$ cat config.mk
export PLATFORM = sky130hd
export DESIGN_NAME = gmr_regs
export DESIGN_NICKNAME = d
export VERILOG_FILES = /design/src/gmr_pkg.sv /design/src/gmr_regs.sv
export SDC_FILE = /design/constraint.sdc
export NUM_CORES = 1
export LEC_CHECK = 0
export BUFFER_PORTS_ARGS = -buffer_cell sky130_fd_sc_hd__buf_2
export CAP_MARGIN = 5
export CORE_ASPECT_RATIO = 0.75
export CORE_UTILIZATION = 60
export CTS_CLUSTER_DIAMETER = 30
export CTS_CLUSTER_SIZE = 24
export DETAILED_ROUTE_END_ITERATION = 7
export PLACE_DENSITY = 0.79
export SYNTH_ARGS = -nofsm -noshare
export SYNTH_HDL_FRONTEND = slang
export SYNTH_SLANG_ARGS = --single-unit
export TNS_END_PERCENT = 100
$ cat constraint.sdc
create_clock -name mclk -period 3.8 [get_ports mclk]
set_input_delay 0.57 -clock mclk [delete_from_list [all_inputs] [get_ports mclk]]
set_output_delay 0.57 -clock mclk [all_outputs]
set_load 0.02 [all_outputs]
$ cat src/gmr_pkg.sv
// Purpose: Shared constants and state types for the MAC control and status register block
// Assumes: Byte-wide register port, one clock domain
// Notes:   Offsets are byte addresses on the register port
package gmr_pkg;

  // Register byte offsets
  localparam logic [7:0] GMR_OFF_DUMP      = 8'h10;
  localparam logic [7:0] GMR_OFF_DUMP_LAST = 8'h17;
  localparam logic [7:0] GMR_OFF_CMD       = 8'h37;
  localparam logic [7:0] GMR_OFF_POLL      = 8'h38;
  localparam logic [7:0] GMR_OFF_MASK      = 8'h3C;
  localparam logic [7:0] GMR_OFF_STAT      = 8'h3E;
  localparam logic [7:0] GMR_OFF_TXCFG     = 8'h40;
  localparam logic [7:0] GMR_OFF_TIMER     = 8'h48;
  localparam logic [7:0] GMR_OFF_TCMP      = 8'h58;

  // Field positions
  localparam int GMR_DUMP_GO_BIT = 3;
  localparam int GMR_CMD_SRST    = 4;
  localparam int GMR_CMD_RX_ON   = 3;
  localparam int GMR_CMD_TX_ON   = 2;
  localparam int GMR_POLL_HIGH   = 7;
  localparam int GMR_POLL_NORMAL = 6;
  localparam int GMR_POLL_FSW    = 0;
  localparam int GMR_ST_TIMEOUT  = 14;
  localparam int GMR_ST_DRAINED  = 9;
  localparam int GMR_ST_SWIRQ    = 8;
  localparam int GMR_ST_TXDESC   = 7;
  localparam int GMR_ST_OVFL     = 6;
  localparam int GMR_ST_LINK     = 5;
  localparam int GMR_ST_RXDESC   = 4;
  localparam int GMR_ST_TXABORT  = 3;
  localparam int GMR_ST_TXDONE   = 2;
  localparam int GMR_ST_RXBAD    = 1;
  localparam int GMR_ST_RXDONE   = 0;

  // Implemented status and mask bits
  localparam logic [15:0] GMR_STAT_IMPL = 16'h43FF;

  // Reset values and counts
  localparam logic [3:0] GMR_SRST_LAST  = 4'h3;
  localparam logic [3:0] GMR_DUMP_LAST  = 4'hF;
  localparam logic [2:0] GMR_BURST_RST  = 3'h7;

  // Gap codes and extra bit times
  localparam logic [2:0] GMR_GAP_BASE = 3'h3;
  localparam logic [2:0] GMR_GAP_P8   = 3'h5;
  localparam logic [2:0] GMR_GAP_P16  = 3'h7;
  localparam logic [2:0] GMR_GAP_P24  = 3'h1;
  localparam logic [2:0] GMR_GAP_P48  = 3'h2;
  localparam logic [1:0] GMR_LBK_NORMAL  = 2'h0;
  localparam logic [1:0] GMR_LBK_DIGITAL = 2'h3;

  typedef enum logic [0:0] {
    GMR_DUMP_IDLE = 1'b0,
    GMR_DUMP_SEND = 1'b1
  } gmr_dump_e;

  typedef struct packed {
    gmr_dump_e   dump_st;
    logic [57:0] dump_base;
    logic [3:0]  dump_idx;
    logic        dma_valid;
    logic [63:0] dma_addr;
    logic [31:0] dma_data;
    logic        rx_on;
    logic        tx_on;
    logic        srst;
    logic [3:0]  srst_cnt;
    logic        fifo_reinit;
    logic        ring_reload;
    logic        poll_high;
    logic        poll_normal;
    logic        fsw;
    logic [15:0] mask;
    logic [15:0] stat;
    logic        gap_high;
    logic [1:0]  gap_low;
    logic [1:0]  lbk;
    logic        nofcs;
    logic [2:0]  burst;
    logic [5:0]  ifg_extra;
    logic        ifg_ok;
    logic        dlb;
    logic [31:0] timer;
    logic [31:0] tcmp;
    logic        link_q;
    logic        full_seen;
    logic [15:0] c_align;
    logic [31:0] c_col1;
    logic [31:0] c_colm;
    logic [63:0] c_uni;
    logic [63:0] c_bcast;
    logic [31:0] c_mcast;
    logic [15:0] c_abort;
    logic [15:0] c_under;
    logic [7:0]  rdata;
    logic        irq;
  } gmr_state_s;

endpackage

$ cat src/gmr_regs.sv
// Purpose: Control and status registers of a gigabit Ethernet MAC, with counter dump engine
// Assumes: Byte-wide synchronous register port, read data one cycle after reg_rd
// Notes:   Dump image is sixteen 32-bit little-endian words written to host memory
//
// Functional notes
// - Dump image: align errors at byte 30, single and multi collision counts at 32, 36.
// - Dump image: unicast 40, broadcast 48, multicast 56, abort 60, underrun 62.
// - Dump request bit 3 starts the memory dump and clears itself when finished.
// - Soft reset disables both paths, reinits FIFOs, reloads ring pointers, keeps addresses.
// - Soft reset bit reads one while reset runs and self-clears afterwards.
// - Poll bits 7 and 6 are set by writing one, cleared when that queue drains.
// - Writing one to poll bit 0 sets status bit 8; clears after status bit 8 clears.
// - Mask bits enable status bits 14, 9..0 onto the interrupt.
// - Overflow status clears by software when masked on, by hardware on drain otherwise.
// - Status bit 14 sets when the timer equals the compare value.
// - Status bit 9 sets when the receive FIFO empties after being full.
// - Status bit 7 on missing transmit descriptor, bit 4 on missing receive descriptor.
// - Status bit 6 sets on receive FIFO overflow.
// - Status bit 5 sets on every link status change.
// - Status bit 3 on transmit abort, bit 2 on successful transmit.
// - Status bit 1 on bad received frame, bit 0 on good received frame.
// - Writing one to a status bit clears it; zero leaves it.
// - Three-bit gap code selects base gap plus 0, 8, 16, 24 or 48 bit times.
// - Burst field 10-8 limits transmit bursts, 16 bytes doubling, 111 unlimited.
// - Version bits 29, 28, 26, 23 are read-only.
// - Timeout status never sets while the compare value is zero.
`timescale 1ns/1ps
module gmr_regs
#(
  parameter logic [3:0] SILICON_VERSION = 4'h0  // Arbitrary value
)
(
  input  wire logic        mclk,
  input  wire logic        rst_n,
  input  wire logic [7:0]  reg_addr,
  input  wire logic        reg_wr,
  input  wire logic [7:0]  reg_wdata,
  input  wire logic        reg_rd,
  output logic      [7:0]  reg_rdata,
  output logic             irq,
  input  wire logic        ev_align_error,
  input  wire logic        ev_tx_single_col,
  input  wire logic        ev_tx_multi_col,
  input  wire logic        ev_rx_unicast,
  input  wire logic        ev_rx_broadcast,
  input  wire logic        ev_rx_multicast,
  input  wire logic        ev_tx_abort,
  input  wire logic        ev_tx_underrun,
  input  wire logic        ev_tx_done,
  input  wire logic        ev_rx_done,
  input  wire logic        ev_rx_bad_frame,
  input  wire logic        ev_rx_overflow,
  input  wire logic        ev_tx_desc_missing,
  input  wire logic        ev_rx_desc_missing,
  input  wire logic        high_queue_drained,
  input  wire logic        normal_queue_drained,
  input  wire logic        link_up,
  input  wire logic        rx_fifo_full,
  input  wire logic        rx_fifo_empty,
  output logic             dma_valid,
  output logic      [63:0] dma_addr,
  output logic      [31:0] dma_data,
  input  wire logic        dma_ready,
  output logic             rx_path_on,
  output logic             tx_path_on,
  output logic             soft_reset_busy,
  output logic             fifo_reinit,
  output logic             ring_reload,
  output logic             high_queue_poll,
  output logic             normal_queue_poll,
  output logic      [5:0]  ifg_extra_bits,
  output logic             ifg_code_ok,
  output logic      [1:0]  loopback_select,
  output logic             digital_loopback,
  output logic             suppress_fcs,
  output logic      [2:0]  tx_burst_limit
);

  gmr_pkg::gmr_state_s s_q;
  gmr_pkg::gmr_state_s s_d;
  logic [15:0]         masked_stat;

  function automatic logic hit(input logic [7:0] a, input logic [7:0] lo, input logic [7:0] hi);
    hit = (a >= lo) && (a <= hi);
  endfunction

  function automatic logic [7:0] lane(input logic [31:0] w, input logic [1:0] l);
    lane = w[8*l +: 8];
  endfunction

  function automatic logic [31:0] txcfg_word(input gmr_pkg::gmr_state_s s);
    txcfg_word = {2'b00, SILICON_VERSION[3], SILICON_VERSION[2], 1'b0, SILICON_VERSION[1],
                  s.gap_low, SILICON_VERSION[0], 3'b000, s.gap_high, s.lbk, s.nofcs,
                  5'b00000, s.burst, 8'h00};
  endfunction

  // Image words in memory order; bytes 0..29 belong to counters kept elsewhere
  function automatic logic [31:0] dump_word(input gmr_pkg::gmr_state_s s, input logic [3:0] i);
    case (i)
      4'h7:    dump_word = {s.c_align, 16'h0000};
      4'h8:    dump_word = s.c_col1;
      4'h9:    dump_word = s.c_colm;
      4'hA:    dump_word = s.c_uni[31:0];
      4'hB:    dump_word = s.c_uni[63:32];
      4'hC:    dump_word = s.c_bcast[31:0];
      4'hD:    dump_word = s.c_bcast[63:32];
      4'hE:    dump_word = s.c_mcast;
      4'hF:    dump_word = {s.c_under, s.c_abort};
      default: dump_word = 32'h0000_0000;
    endcase
  endfunction

  function automatic logic [7:0] rd_byte(input gmr_pkg::gmr_state_s s, input logic [7:0] a);
    logic [63:0] dump_reg;
    dump_reg = {s.dump_base, 2'b00, (s.dump_st == gmr_pkg::GMR_DUMP_SEND), 3'b000};
    rd_byte = 8'h00;
    if (hit(a, gmr_pkg::GMR_OFF_DUMP, gmr_pkg::GMR_OFF_DUMP_LAST))
      rd_byte = dump_reg[8*a[2:0] +: 8];
    else if (a == gmr_pkg::GMR_OFF_CMD)
      rd_byte = {3'b000, s.srst, s.rx_on, s.tx_on, 2'b00};
    else if (a == gmr_pkg::GMR_OFF_POLL)
      rd_byte = {s.poll_high, s.poll_normal, 5'b00000, s.fsw};
    else if (hit(a, gmr_pkg::GMR_OFF_MASK, gmr_pkg::GMR_OFF_MASK + 8'h01))
      rd_byte = lane({16'h0000, s.mask}, a[1:0] & 2'b01);
    else if (hit(a, gmr_pkg::GMR_OFF_STAT, gmr_pkg::GMR_OFF_STAT + 8'h01))
      rd_byte = lane({16'h0000, s.stat}, a[1:0] & 2'b01);
    else if (hit(a, gmr_pkg::GMR_OFF_TXCFG, gmr_pkg::GMR_OFF_TXCFG + 8'h03))
      rd_byte = lane(txcfg_word(s), a[1:0]);
    else if (hit(a, gmr_pkg::GMR_OFF_TIMER, gmr_pkg::GMR_OFF_TIMER + 8'h03))
      rd_byte = lane(s.timer, a[1:0]);
    else if (hit(a, gmr_pkg::GMR_OFF_TCMP, gmr_pkg::GMR_OFF_TCMP + 8'h03))
      rd_byte = lane(s.tcmp, a[1:0]);
  endfunction

  function automatic logic [6:0] gap_decode(input logic [2:0] code);
    case (code)
      gmr_pkg::GMR_GAP_BASE: gap_decode = {1'b1, 6'd0};
      gmr_pkg::GMR_GAP_P8:   gap_decode = {1'b1, 6'd8};
      gmr_pkg::GMR_GAP_P16:  gap_decode = {1'b1, 6'd16};
      gmr_pkg::GMR_GAP_P24:  gap_decode = {1'b1, 6'd24};
      gmr_pkg::GMR_GAP_P48:  gap_decode = {1'b1, 6'd48};
      default:               gap_decode = {1'b0, 6'd0};
    endcase
  endfunction

  always_comb
  begin
    logic [15:0] set_v;
    logic [15:0] clr_v;
    logic        wr_cmd;
    logic        wr_poll;
    logic [6:0]  gap;
    logic [3:0]  nxt_idx;
    set_v   = 16'h0000;
    clr_v   = 16'h0000;
    wr_cmd  = reg_wr && (reg_addr == gmr_pkg::GMR_OFF_CMD);
    wr_poll = reg_wr && (reg_addr == gmr_pkg::GMR_OFF_POLL);
    gap     = 7'h00;
    nxt_idx = s_q.dump_idx + 4'h1;
    s_d = s_q;
    s_d.fifo_reinit = 1'b0;
    s_d.ring_reload = 1'b0;

    // Counter dump engine
    case (s_q.dump_st)
      gmr_pkg::GMR_DUMP_IDLE:
      begin
        if (reg_wr && reg_addr == gmr_pkg::GMR_OFF_DUMP && reg_wdata[gmr_pkg::GMR_DUMP_GO_BIT])
        begin
          s_d.dump_st   = gmr_pkg::GMR_DUMP_SEND;
          s_d.dump_idx  = 4'h0;
          s_d.dma_valid = 1'b1;
          s_d.dma_addr  = {s_q.dump_base[57:2], reg_wdata[7:6], 6'h00};
          s_d.dma_data  = dump_word(s_q, 4'h0);
        end
      end
      gmr_pkg::GMR_DUMP_SEND:
      begin
        if (dma_ready)
        begin
          if (s_q.dump_idx == gmr_pkg::GMR_DUMP_LAST)
          begin
            s_d.dump_st   = gmr_pkg::GMR_DUMP_IDLE;
            s_d.dma_valid = 1'b0;
          end
          else
          begin
            s_d.dump_idx = nxt_idx;
            s_d.dma_addr = {s_q.dma_addr[63:6], nxt_idx, 2'b00};
            s_d.dma_data = dump_word(s_q, nxt_idx);
          end
        end
      end
      default:
      begin
        s_d.dump_st   = gmr_pkg::GMR_DUMP_IDLE;
        s_d.dma_valid = 1'b0;
      end
    endcase
    // Base is frozen while a dump runs so the address stays coherent
    if (reg_wr && s_q.dump_st == gmr_pkg::GMR_DUMP_IDLE &&
        hit(reg_addr, gmr_pkg::GMR_OFF_DUMP, gmr_pkg::GMR_OFF_DUMP_LAST))
    begin
      if (reg_addr[2:0] == 3'h0)
        s_d.dump_base[1:0] = reg_wdata[7:6];
      else
        s_d.dump_base[8*reg_addr[2:0]-6 +: 8] = reg_wdata;
    end

    // Command register and soft reset
    if (s_q.srst)
    begin
      s_d.rx_on = 1'b0;
      s_d.tx_on = 1'b0;
      if (s_q.srst_cnt == 4'h0)
        s_d.srst = 1'b0;
      else
        s_d.srst_cnt = s_q.srst_cnt - 4'h1;
    end
    else if (wr_cmd)
    begin
      if (reg_wdata[gmr_pkg::GMR_CMD_SRST])
      begin
        s_d.srst        = 1'b1;
        s_d.srst_cnt    = gmr_pkg::GMR_SRST_LAST;
        s_d.rx_on       = 1'b0;
        s_d.tx_on       = 1'b0;
        s_d.fifo_reinit = 1'b1;
        s_d.ring_reload = 1'b1;
      end
      else
      begin
        s_d.rx_on = reg_wdata[gmr_pkg::GMR_CMD_RX_ON];
        s_d.tx_on = reg_wdata[gmr_pkg::GMR_CMD_TX_ON];
      end
    end

    // Queue polling; a write of one wins over a drain in the same cycle
    s_d.poll_high   = (s_q.poll_high & ~high_queue_drained) |
                      (wr_poll & reg_wdata[gmr_pkg::GMR_POLL_HIGH]);
    s_d.poll_normal = (s_q.poll_normal & ~normal_queue_drained) |
                      (wr_poll & reg_wdata[gmr_pkg::GMR_POLL_NORMAL]);
    s_d.fsw         = (s_q.fsw & s_q.stat[gmr_pkg::GMR_ST_SWIRQ]) |
                      (wr_poll & reg_wdata[gmr_pkg::GMR_POLL_FSW]);

    // Mask register
    if (reg_wr && reg_addr == gmr_pkg::GMR_OFF_MASK)
      s_d.mask[7:0] = reg_wdata & gmr_pkg::GMR_STAT_IMPL[7:0];
    if (reg_wr && reg_addr == gmr_pkg::GMR_OFF_MASK + 8'h01)
      s_d.mask[15:8] = reg_wdata & gmr_pkg::GMR_STAT_IMPL[15:8];

    // Timer; any byte write restarts the count
    if (reg_wr && hit(reg_addr, gmr_pkg::GMR_OFF_TIMER, gmr_pkg::GMR_OFF_TIMER + 8'h03))
      s_d.timer = 32'h0000_0000;
    else
      s_d.timer = s_q.timer + 32'h0000_0001;
    if (reg_wr && hit(reg_addr, gmr_pkg::GMR_OFF_TCMP, gmr_pkg::GMR_OFF_TCMP + 8'h03))
      s_d.tcmp[8*reg_addr[1:0] +: 8] = reg_wdata;

    // Status sources
    set_v[gmr_pkg::GMR_ST_TIMEOUT] = (s_q.tcmp != 32'h0000_0000) && (s_q.timer == s_q.tcmp);
    s_d.link_q    = link_up;
    s_d.full_seen = (s_q.full_seen | rx_fifo_full) & ~(s_q.full_seen & rx_fifo_empty);
    set_v[gmr_pkg::GMR_ST_DRAINED] = s_q.full_seen & rx_fifo_empty;
    set_v[gmr_pkg::GMR_ST_SWIRQ]   = wr_poll & reg_wdata[gmr_pkg::GMR_POLL_FSW];
    set_v[gmr_pkg::GMR_ST_TXDESC]  = ev_tx_desc_missing;
    set_v[gmr_pkg::GMR_ST_OVFL]    = ev_rx_overflow;
    set_v[gmr_pkg::GMR_ST_LINK]    = link_up ^ s_q.link_q;
    set_v[gmr_pkg::GMR_ST_RXDESC]  = ev_rx_desc_missing;
    set_v[gmr_pkg::GMR_ST_TXABORT] = ev_tx_abort;
    set_v[gmr_pkg::GMR_ST_TXDONE]  = ev_tx_done;
    set_v[gmr_pkg::GMR_ST_RXBAD]   = ev_rx_bad_frame;
    set_v[gmr_pkg::GMR_ST_RXDONE]  = ev_rx_done;

    if (reg_wr && reg_addr == gmr_pkg::GMR_OFF_STAT)
      clr_v[7:0] = reg_wdata;
    if (reg_wr && reg_addr == gmr_pkg::GMR_OFF_STAT + 8'h01)
      clr_v[15:8] = reg_wdata;
    // With overflow masked off nobody services it, so the drain clears it
    if (!s_q.mask[gmr_pkg::GMR_ST_OVFL] && rx_fifo_empty)
      clr_v[gmr_pkg::GMR_ST_OVFL] = 1'b1;
    // Set wins over clear
    s_d.stat = ((s_q.stat & ~clr_v) | set_v) & gmr_pkg::GMR_STAT_IMPL;
    s_d.irq  = |(s_d.stat & s_d.mask);

    // Transmit configuration
    if (reg_wr && reg_addr == gmr_pkg::GMR_OFF_TXCFG + 8'h01)
      s_d.burst = reg_wdata[2:0];
    if (reg_wr && reg_addr == gmr_pkg::GMR_OFF_TXCFG + 8'h02)
    begin
      s_d.nofcs    = reg_wdata[0];
      s_d.lbk      = reg_wdata[2:1];
      s_d.gap_high = reg_wdata[3];
    end
    if (reg_wr && reg_addr == gmr_pkg::GMR_OFF_TXCFG + 8'h03)
      s_d.gap_low = reg_wdata[1:0];
    gap           = gap_decode({s_d.gap_high, s_d.gap_low});
    s_d.ifg_ok    = gap[6];
    s_d.ifg_extra = gap[5:0];
    s_d.dlb       = (s_d.lbk == gmr_pkg::GMR_LBK_DIGITAL);

    // Statistics counters
    if (ev_align_error)   s_d.c_align = s_q.c_align + 16'h0001;
    if (ev_tx_single_col) s_d.c_col1  = s_q.c_col1 + 32'h0000_0001;
    if (ev_tx_multi_col)  s_d.c_colm  = s_q.c_colm + 32'h0000_0001;
    if (ev_rx_unicast)    s_d.c_uni   = s_q.c_uni + 64'h1;
    if (ev_rx_broadcast)  s_d.c_bcast = s_q.c_bcast + 64'h1;
    if (ev_rx_multicast)  s_d.c_mcast = s_q.c_mcast + 32'h0000_0001;
    if (ev_tx_abort)      s_d.c_abort = s_q.c_abort + 16'h0001;
    if (ev_tx_underrun)   s_d.c_under = s_q.c_under + 16'h0001;

    if (reg_rd)
      s_d.rdata = rd_byte(s_q, reg_addr);
  end

  always_ff @(posedge mclk)
  begin
    if (!rst_n)
    begin
      s_q       <= '0;
      s_q.burst <= gmr_pkg::GMR_BURST_RST;
    end
    else
      s_q <= s_d;
  end

  assign masked_stat       = s_q.stat & s_q.mask;
  assign reg_rdata         = s_q.rdata;
  assign irq               = s_q.irq;
  assign dma_valid         = s_q.dma_valid;
  assign dma_addr          = s_q.dma_addr;
  assign dma_data          = s_q.dma_data;
  assign rx_path_on        = s_q.rx_on;
  assign tx_path_on        = s_q.tx_on;
  assign soft_reset_busy   = s_q.srst;
  assign fifo_reinit       = s_q.fifo_reinit;
  assign ring_reload       = s_q.ring_reload;
  assign high_queue_poll   = s_q.poll_high;
  assign normal_queue_poll = s_q.poll_normal;
  assign ifg_extra_bits    = s_q.ifg_extra;
  assign ifg_code_ok       = s_q.ifg_ok;
  assign loopback_select   = s_q.lbk;
  assign digital_loopback  = s_q.dlb;
  assign suppress_fcs      = s_q.nofcs;
  assign tx_burst_limit    = s_q.burst;
endmodule
### Word-level counts from Yosys, hierarchy flattened

Index checks and enable logic that the tools add are counted.

* reductions and logical operators: 38
* shift operators: 10
* $add $sub $neg: 14
* order comparisons: 12
* equal/unequal tests: 32
* bitwise operators: 24
* multiplexer cells: 37

Operator list (count)
* case mux 32 bit (9 select lines): 1
* two-way mux 101 bit: 2
* case mux 101 bit (2 select lines): 1
* adder 32 x 1 -> 32 bit (second input constant): 4
* adder 64 x 1 -> 64 bit (second input constant): 2
* indexed part select 32 x 6 -> 8 bit: 3
* two-way mux 8 bit: 11
* indexed part select 32 x 5 -> 8 bit: 2
* indexed part select 64 x 7 -> 8 bit: 1
* bitwise mux 58 bit: 1
* variable shift 8 x 34 -> 58 bit (first input constant): 1
* indexed part select 8 x 34 -> 58 bit: 1
* adder 16 x 1 -> 16 bit (second input constant): 3
* equality test 8 x 6 -> 1 bit (second input constant): 6
* two-way mux 38 bit: 1
* equality test 4 bit (second input constant): 9
* case mux 7 bit (5 select lines): 1
* negation 32 -> 34 bit: 1
* negation 5 -> 34 bit: 1
* variable shift 8 x 34 -> 32 bit (first input constant): 1
* indexed part select 8 x 34 -> 32 bit: 1
* bitwise mux 32 bit: 1
* equality test 32 bit: 1
* nonzero test 32 bit: 1
* other kinds (43): 110

* register bits after elaboration: 563
* logic and storage cells: 208
* output and inout port bits: 127
* input port bits: 40

### Logic depth before layout (Yosys ltp)

* word-level depth: 10
* mapped depth: 13
* gate-level depth less buffers: 8

### Worst setup path after synthesis

Ideal clock, no wire load.

* path kind: input port to flip-flop
* start point: in reg_addr[0]
* end point: reg s_q, in the netlist irq
* slack: 0.345 ns
* cell stages on the path: 10
* required time: 3.675 ns
* path buffers: 3
* arrival: 3.330 ns
* library setup time: 0.125 ns
* path through: buf_2 buf_2 inv_1 clkbuf_1 ha_1 inv_1 nor3_2 mux2_2 a221o_1 o41a_1

* word-level cells in the longest chain between the ends: 9
* elaborated cells on any way between the ends: 21
* those cells by class: eq/ne (5); mux (5); bitwise (5); reduce/logical (6)

RTL lines
* start, declared: RTL line gmr_regs.sv:35 `input wire logic [7:0] reg_addr,`
* equality test 8 x 6 -> 1 bit: RTL line gmr_regs.sv:275 `if (reg_wr && reg_addr == gmr_pkg::GMR_OFF_STAT)`
* logical AND 1 bit: RTL line gmr_regs.sv:275
* two-way mux 8 bit: RTL line gmr_regs.sv:275
* two-way mux 1 bit: RTL line gmr_regs.sv:280 `if (!s_q.mask[gmr_pkg::GMR_ST_OVFL] && rx_fifo_empty)`
* NOT 15 bit: RTL line gmr_regs.sv:283 `s_d.stat = ((s_q.stat & ~clr_v) | set_v) & gmr_pkg::GMR_STAT_IMPL;`
* AND 15 bit: RTL line gmr_regs.sv:283
* OR 15 bit: RTL line gmr_regs.sv:283
* AND 15 x 16 -> 16 bit (*): RTL line gmr_regs.sv:284 `s_d.irq = |(s_d.stat & s_d.mask);`
* OR reduction 16 bit (*): RTL line gmr_regs.sv:284
* end, declared: RTL line gmr_regs.sv:79 `gmr_pkg::gmr_state_s s_q;`

Every way passes the cells marked *; elsewhere a longest branch is shown, timed or not.
A chain may end at the register's enable or synchronous reset.

### Final worst setup path

* start point: reg s_q[505] (netlist name)
* end point: reg s_q, in the netlist dma_data[30]

* word-level cells in the longest chain between the ends: 6
* elaborated cells on any way between the ends: 17
* those cells by class: add/sub (1); eq/ne (11); mux (4); reduce/logical (1)

RTL lines
* adder 4 x 1 -> 4 bit: RTL line gmr_regs.sv:159 `nxt_idx = s_q.dump_idx + 4'h1;`
* equality test 4 bit or equality test 4 x 3 -> 1 bit (tied branches): RTL line gmr_regs.sv:99 `case (i)`
* case mux 32 bit (9 select lines): RTL line gmr_regs.sv:99
* two-way mux 38 bit: RTL line gmr_regs.sv:181 `if (s_q.dump_idx == gmr_pkg::GMR_DUMP_LAST)`
* two-way mux 101 bit: RTL line gmr_regs.sv:179 `if (dma_ready)`
* case mux 101 bit (2 select lines): RTL line gmr_regs.sv:165 `case (s_q.dump_st)`

Parallel ways exist; a longest one is shown, timed or not. The select of a mux whose other input is x is not followed.

==> reports/qor.yml <==
run_status:
  status: "complete, but fails checks"
  failed_checks: "DRC"
clocking:
  cts_hold_buf: 0
  clockBufferDepth: 3
  clock-root-buffer: "clkbuf_16"
  cts_tree: "yes"
  cts_num_sinks: 548
  cts_buffers: 96
  cts_setup_buffers: 0
  worstSkewPairLatency_ns: 0.63
  htree_num_levels: 3
  cts_resized: 0
  cts.clk_slew.worst_paths_ns: 0.05
global_routing:
  grt_first_pass_wirelength_um: 133000
  grt_use_total: 0.376
  grt_max_degree: 146
  grt_overflow_total: 0
  grt_pass1_vias: 22900
  antenna_found_initial: 4
synth:
  ys_types: 79
  synthesis.area_mm2: 0.0271
  ys_ff_latch: 548
  synth_top_area_cell: "dfxtp_1"
  synth-warning-count: 0
  synth_edf_count: 0
  ys_seq_area_frac: 0.405
  yosys.area.top_type_share: 0.405
  synth_most_common_cell: "dfxtp_1"
  syn_area_per_cell_um2: 8.27
  async_flop_share: 0
  synth_flop_cell: "dfxtp_1"
  synthCells: 3277
  yosys-top-cells-count: "dfxtp_1 (548), nand2_1 (420), nor2_1 (417)"
  yosys-top-cells-area: "dfxtp_1 (40%), nand2_1 (5.8%), nor2_1 (5.8%)"
setup_path:
  worst-endpoint-required_ns: 4.26
  crit_path_max_fanout: 21
  path_cells: "ha_1 > or2_2 > o21ai_1 > a21oi_2 > a21oi_1 > a2111oi_0 > o21ai_0"
  crit_buf_inv: 0
  worstSetupPathType: "flip-flop to flip-flop"
  arrival_ns: 3.87
  worstSetupEndpointType: "flip-flop"
  slowest_stage: "a21oi_2"
  crit_path_start_kind: "flip-flop"
  path_delay_family: "compound AO/OA/AOI/OAI gates"
  critPathMaxStageDelay_ns: 0.87
route:
  dr.pass1.iters: 8
  vias: 25100
  drtIter0Drc: 3137
  drt_wl_total_um: 87800
  drc: 16
  via_per_inst: 6.36
  post_drt_wl_per_cell_um: 22.2
  postRouteAntennaNets: 0
floorplan:
  start_util: 0.607
  coreArea_mm2: 0.0446
  die_y_um: 186
  row_count: 67
  dieWidth_um: 247
  die-area_mm2: 0.0460
  io_pins: 167
power_and_ir_drop:
  sw_frac_of_total: 0.235
  power.internal_mw: 11.3
  p_switching_mw: 3.48
  combinationalPowerShare: 0.029
  vdd_drop_max_mv: 0.432
  pwr-share-clk: 0.577
  p_leak_nw: 11.3
  p_seq_frac: 0.394
  power_density_mw_per_mm2: 481
cells_and_area:
  drive_gt1_frac: 0.133
  nNetsFinal: 3347
  fillers: 3563
  area_growth_pct: 13.8
  stdcell_count: 3955
sta:
  rsz0062_at_grt: "false"
  fmax_ghz: 0.294
  setup_tns_ns: 0
  tightestPinTransition_ns: 1.10
  max_slew_margin: 0.264
  fin_crit_sh: 0.896
  hold_viol_final: 0
  setup_viol: 0
  clock_skew_ns: 0.0217
  fin_crit_ns: 3.40
  maxSlewViolCount: 0
place:
  dpl.cell_count: 3774
  hpwl_um: 62600
  io_buffers: 161
  place.gp.congestion: 1.00
hold_path:
  hold_path_class: "input port to flip-flop"
job:
  drv_cap: 0
## layout make-up
class / count / area (µm²) / area share
multi-input combinational: 2379 / 14400 / 0.467
sequential: 548 / 11000 / 0.356
clock buffer: 118 / 2660 / 0.0862
timing repair buffer: 215 / 1270 / 0.0413
tap: 586 / 733 / 0.0238
clock inverter: 61 / 612 / 0.0199
inverter: 46 / 180 / 0.00585
antenna: 2 / 5.00 / 0.000162
## placed cells by master (no fill, tap or decap), drive strengths merged, types with 7 or more instances in the layout
master | netlist | layout
a211oi | 10 | 10
a21oi | 228 | 228
a221oi | 11 | 11
a222oi | 32 | 32
a22o | 16 | 16
a22oi | 38 | 38
a32oi | 12 | 12
and2 | 45 | 45
and3 | 61 | 61
and4 | 37 | 37
buf | 133 | 215
clkbuf | 175 | 118
clkinv | 3 | 35
clkinvlp | 0 | 10
dfxtp | 548 | 548
ha | 21 | 21
inv | 43 | 56
mux2 | 7 | 7
mux2i | 80 | 80
mux4 | 27 | 27
nand2 | 420 | 420
nand3 | 157 | 157
nand4 | 103 | 103
nand4b | 7 | 7
nor2 | 417 | 417
nor3 | 47 | 47
nor4 | 32 | 32
o211ai | 12 | 12
o21ai | 104 | 104
o22ai | 20 | 20
or3 | 61 | 61
xnor2 | 119 | 119
xor2 | 159 | 159
## flip-flops by register name, indices dropped and copies added (netlist names), 2 cells and up
signal / cells
loopback_select: 2
ifg_extra_bits: 3
dma_addr: 58
reg_rdata: 8
dma_data: 32
tx_burst_limit: 3
s_q: 431
## routing by layer
| metal | up-vias | wire length [µm] | track usage |
|---|---|---|---|
| met2 | 1426 | 35300 | 0.508 |
| met3 | 184 | 11500 | 0.116 |
| met5 | - | 22 | 0 |
| met1 | 12100 | 38200 | 0.556 |
| li1 | 11500 | - | - |
| met4 | 4 | 2820 | 0.128 |
## stage by stage
stage	utilization	hold WS [ns]	power [mW]	cell area [µm²]	setup WS (ns)
CTS	0.691	0.157	14.9	30800	0.471
global placement	0.618	0.439	6.36	27500	0.573
detailed placement	0.618	0.444	6.37	27500	0.434
finish	0.691	0.180	14.8	30800	0.395
global route	0.691	0.161	15.2	30800	0.146
floorplan	-	0.426	6.22	27100	0.345
## final timing paths
path	cells past startpoint	slack [ns]	endpoint	start
hold reg to reg	2	0.45	dma_addr[45]	dma_addr[45]
hold / removal	2	0.18	s_q[282]	link_up
setup reg to reg	7	0.40	dma_data[30]	s_q[505]
setup / recovery	7	0.40	dma_data[30]	s_q[505]
## power by group through the flow
stage / combinational [mW] / sequential (mW) / clock, mW
final: 0.428 / 5.84 / 8.55
after floorplan: 0.285 / 5.93 / 0
after CTS: 0.416 / 5.84 / 8.60
after detailed placement: 0.413 / 5.95 / 0
after global placement: 0.406 / 5.95 / 0
after global routing: 0.455 / 5.84 / 8.89
## kinds of logic after synthesis
kind of cell / after synthesis / share of synthesized area
compound gates: 544 / 0.126
xor+xnor: 278 / 0.0899
fa+ha+maj: 21 / 0.00970
buf+inv: 354 / 0.0660
flops: 548 / 0.405
mux: 114 / 0.0549
other cells: 1 / 0.000138
simple gates: 1417 / 0.248
No activity file was read; power rests on OpenSTA's default activity.
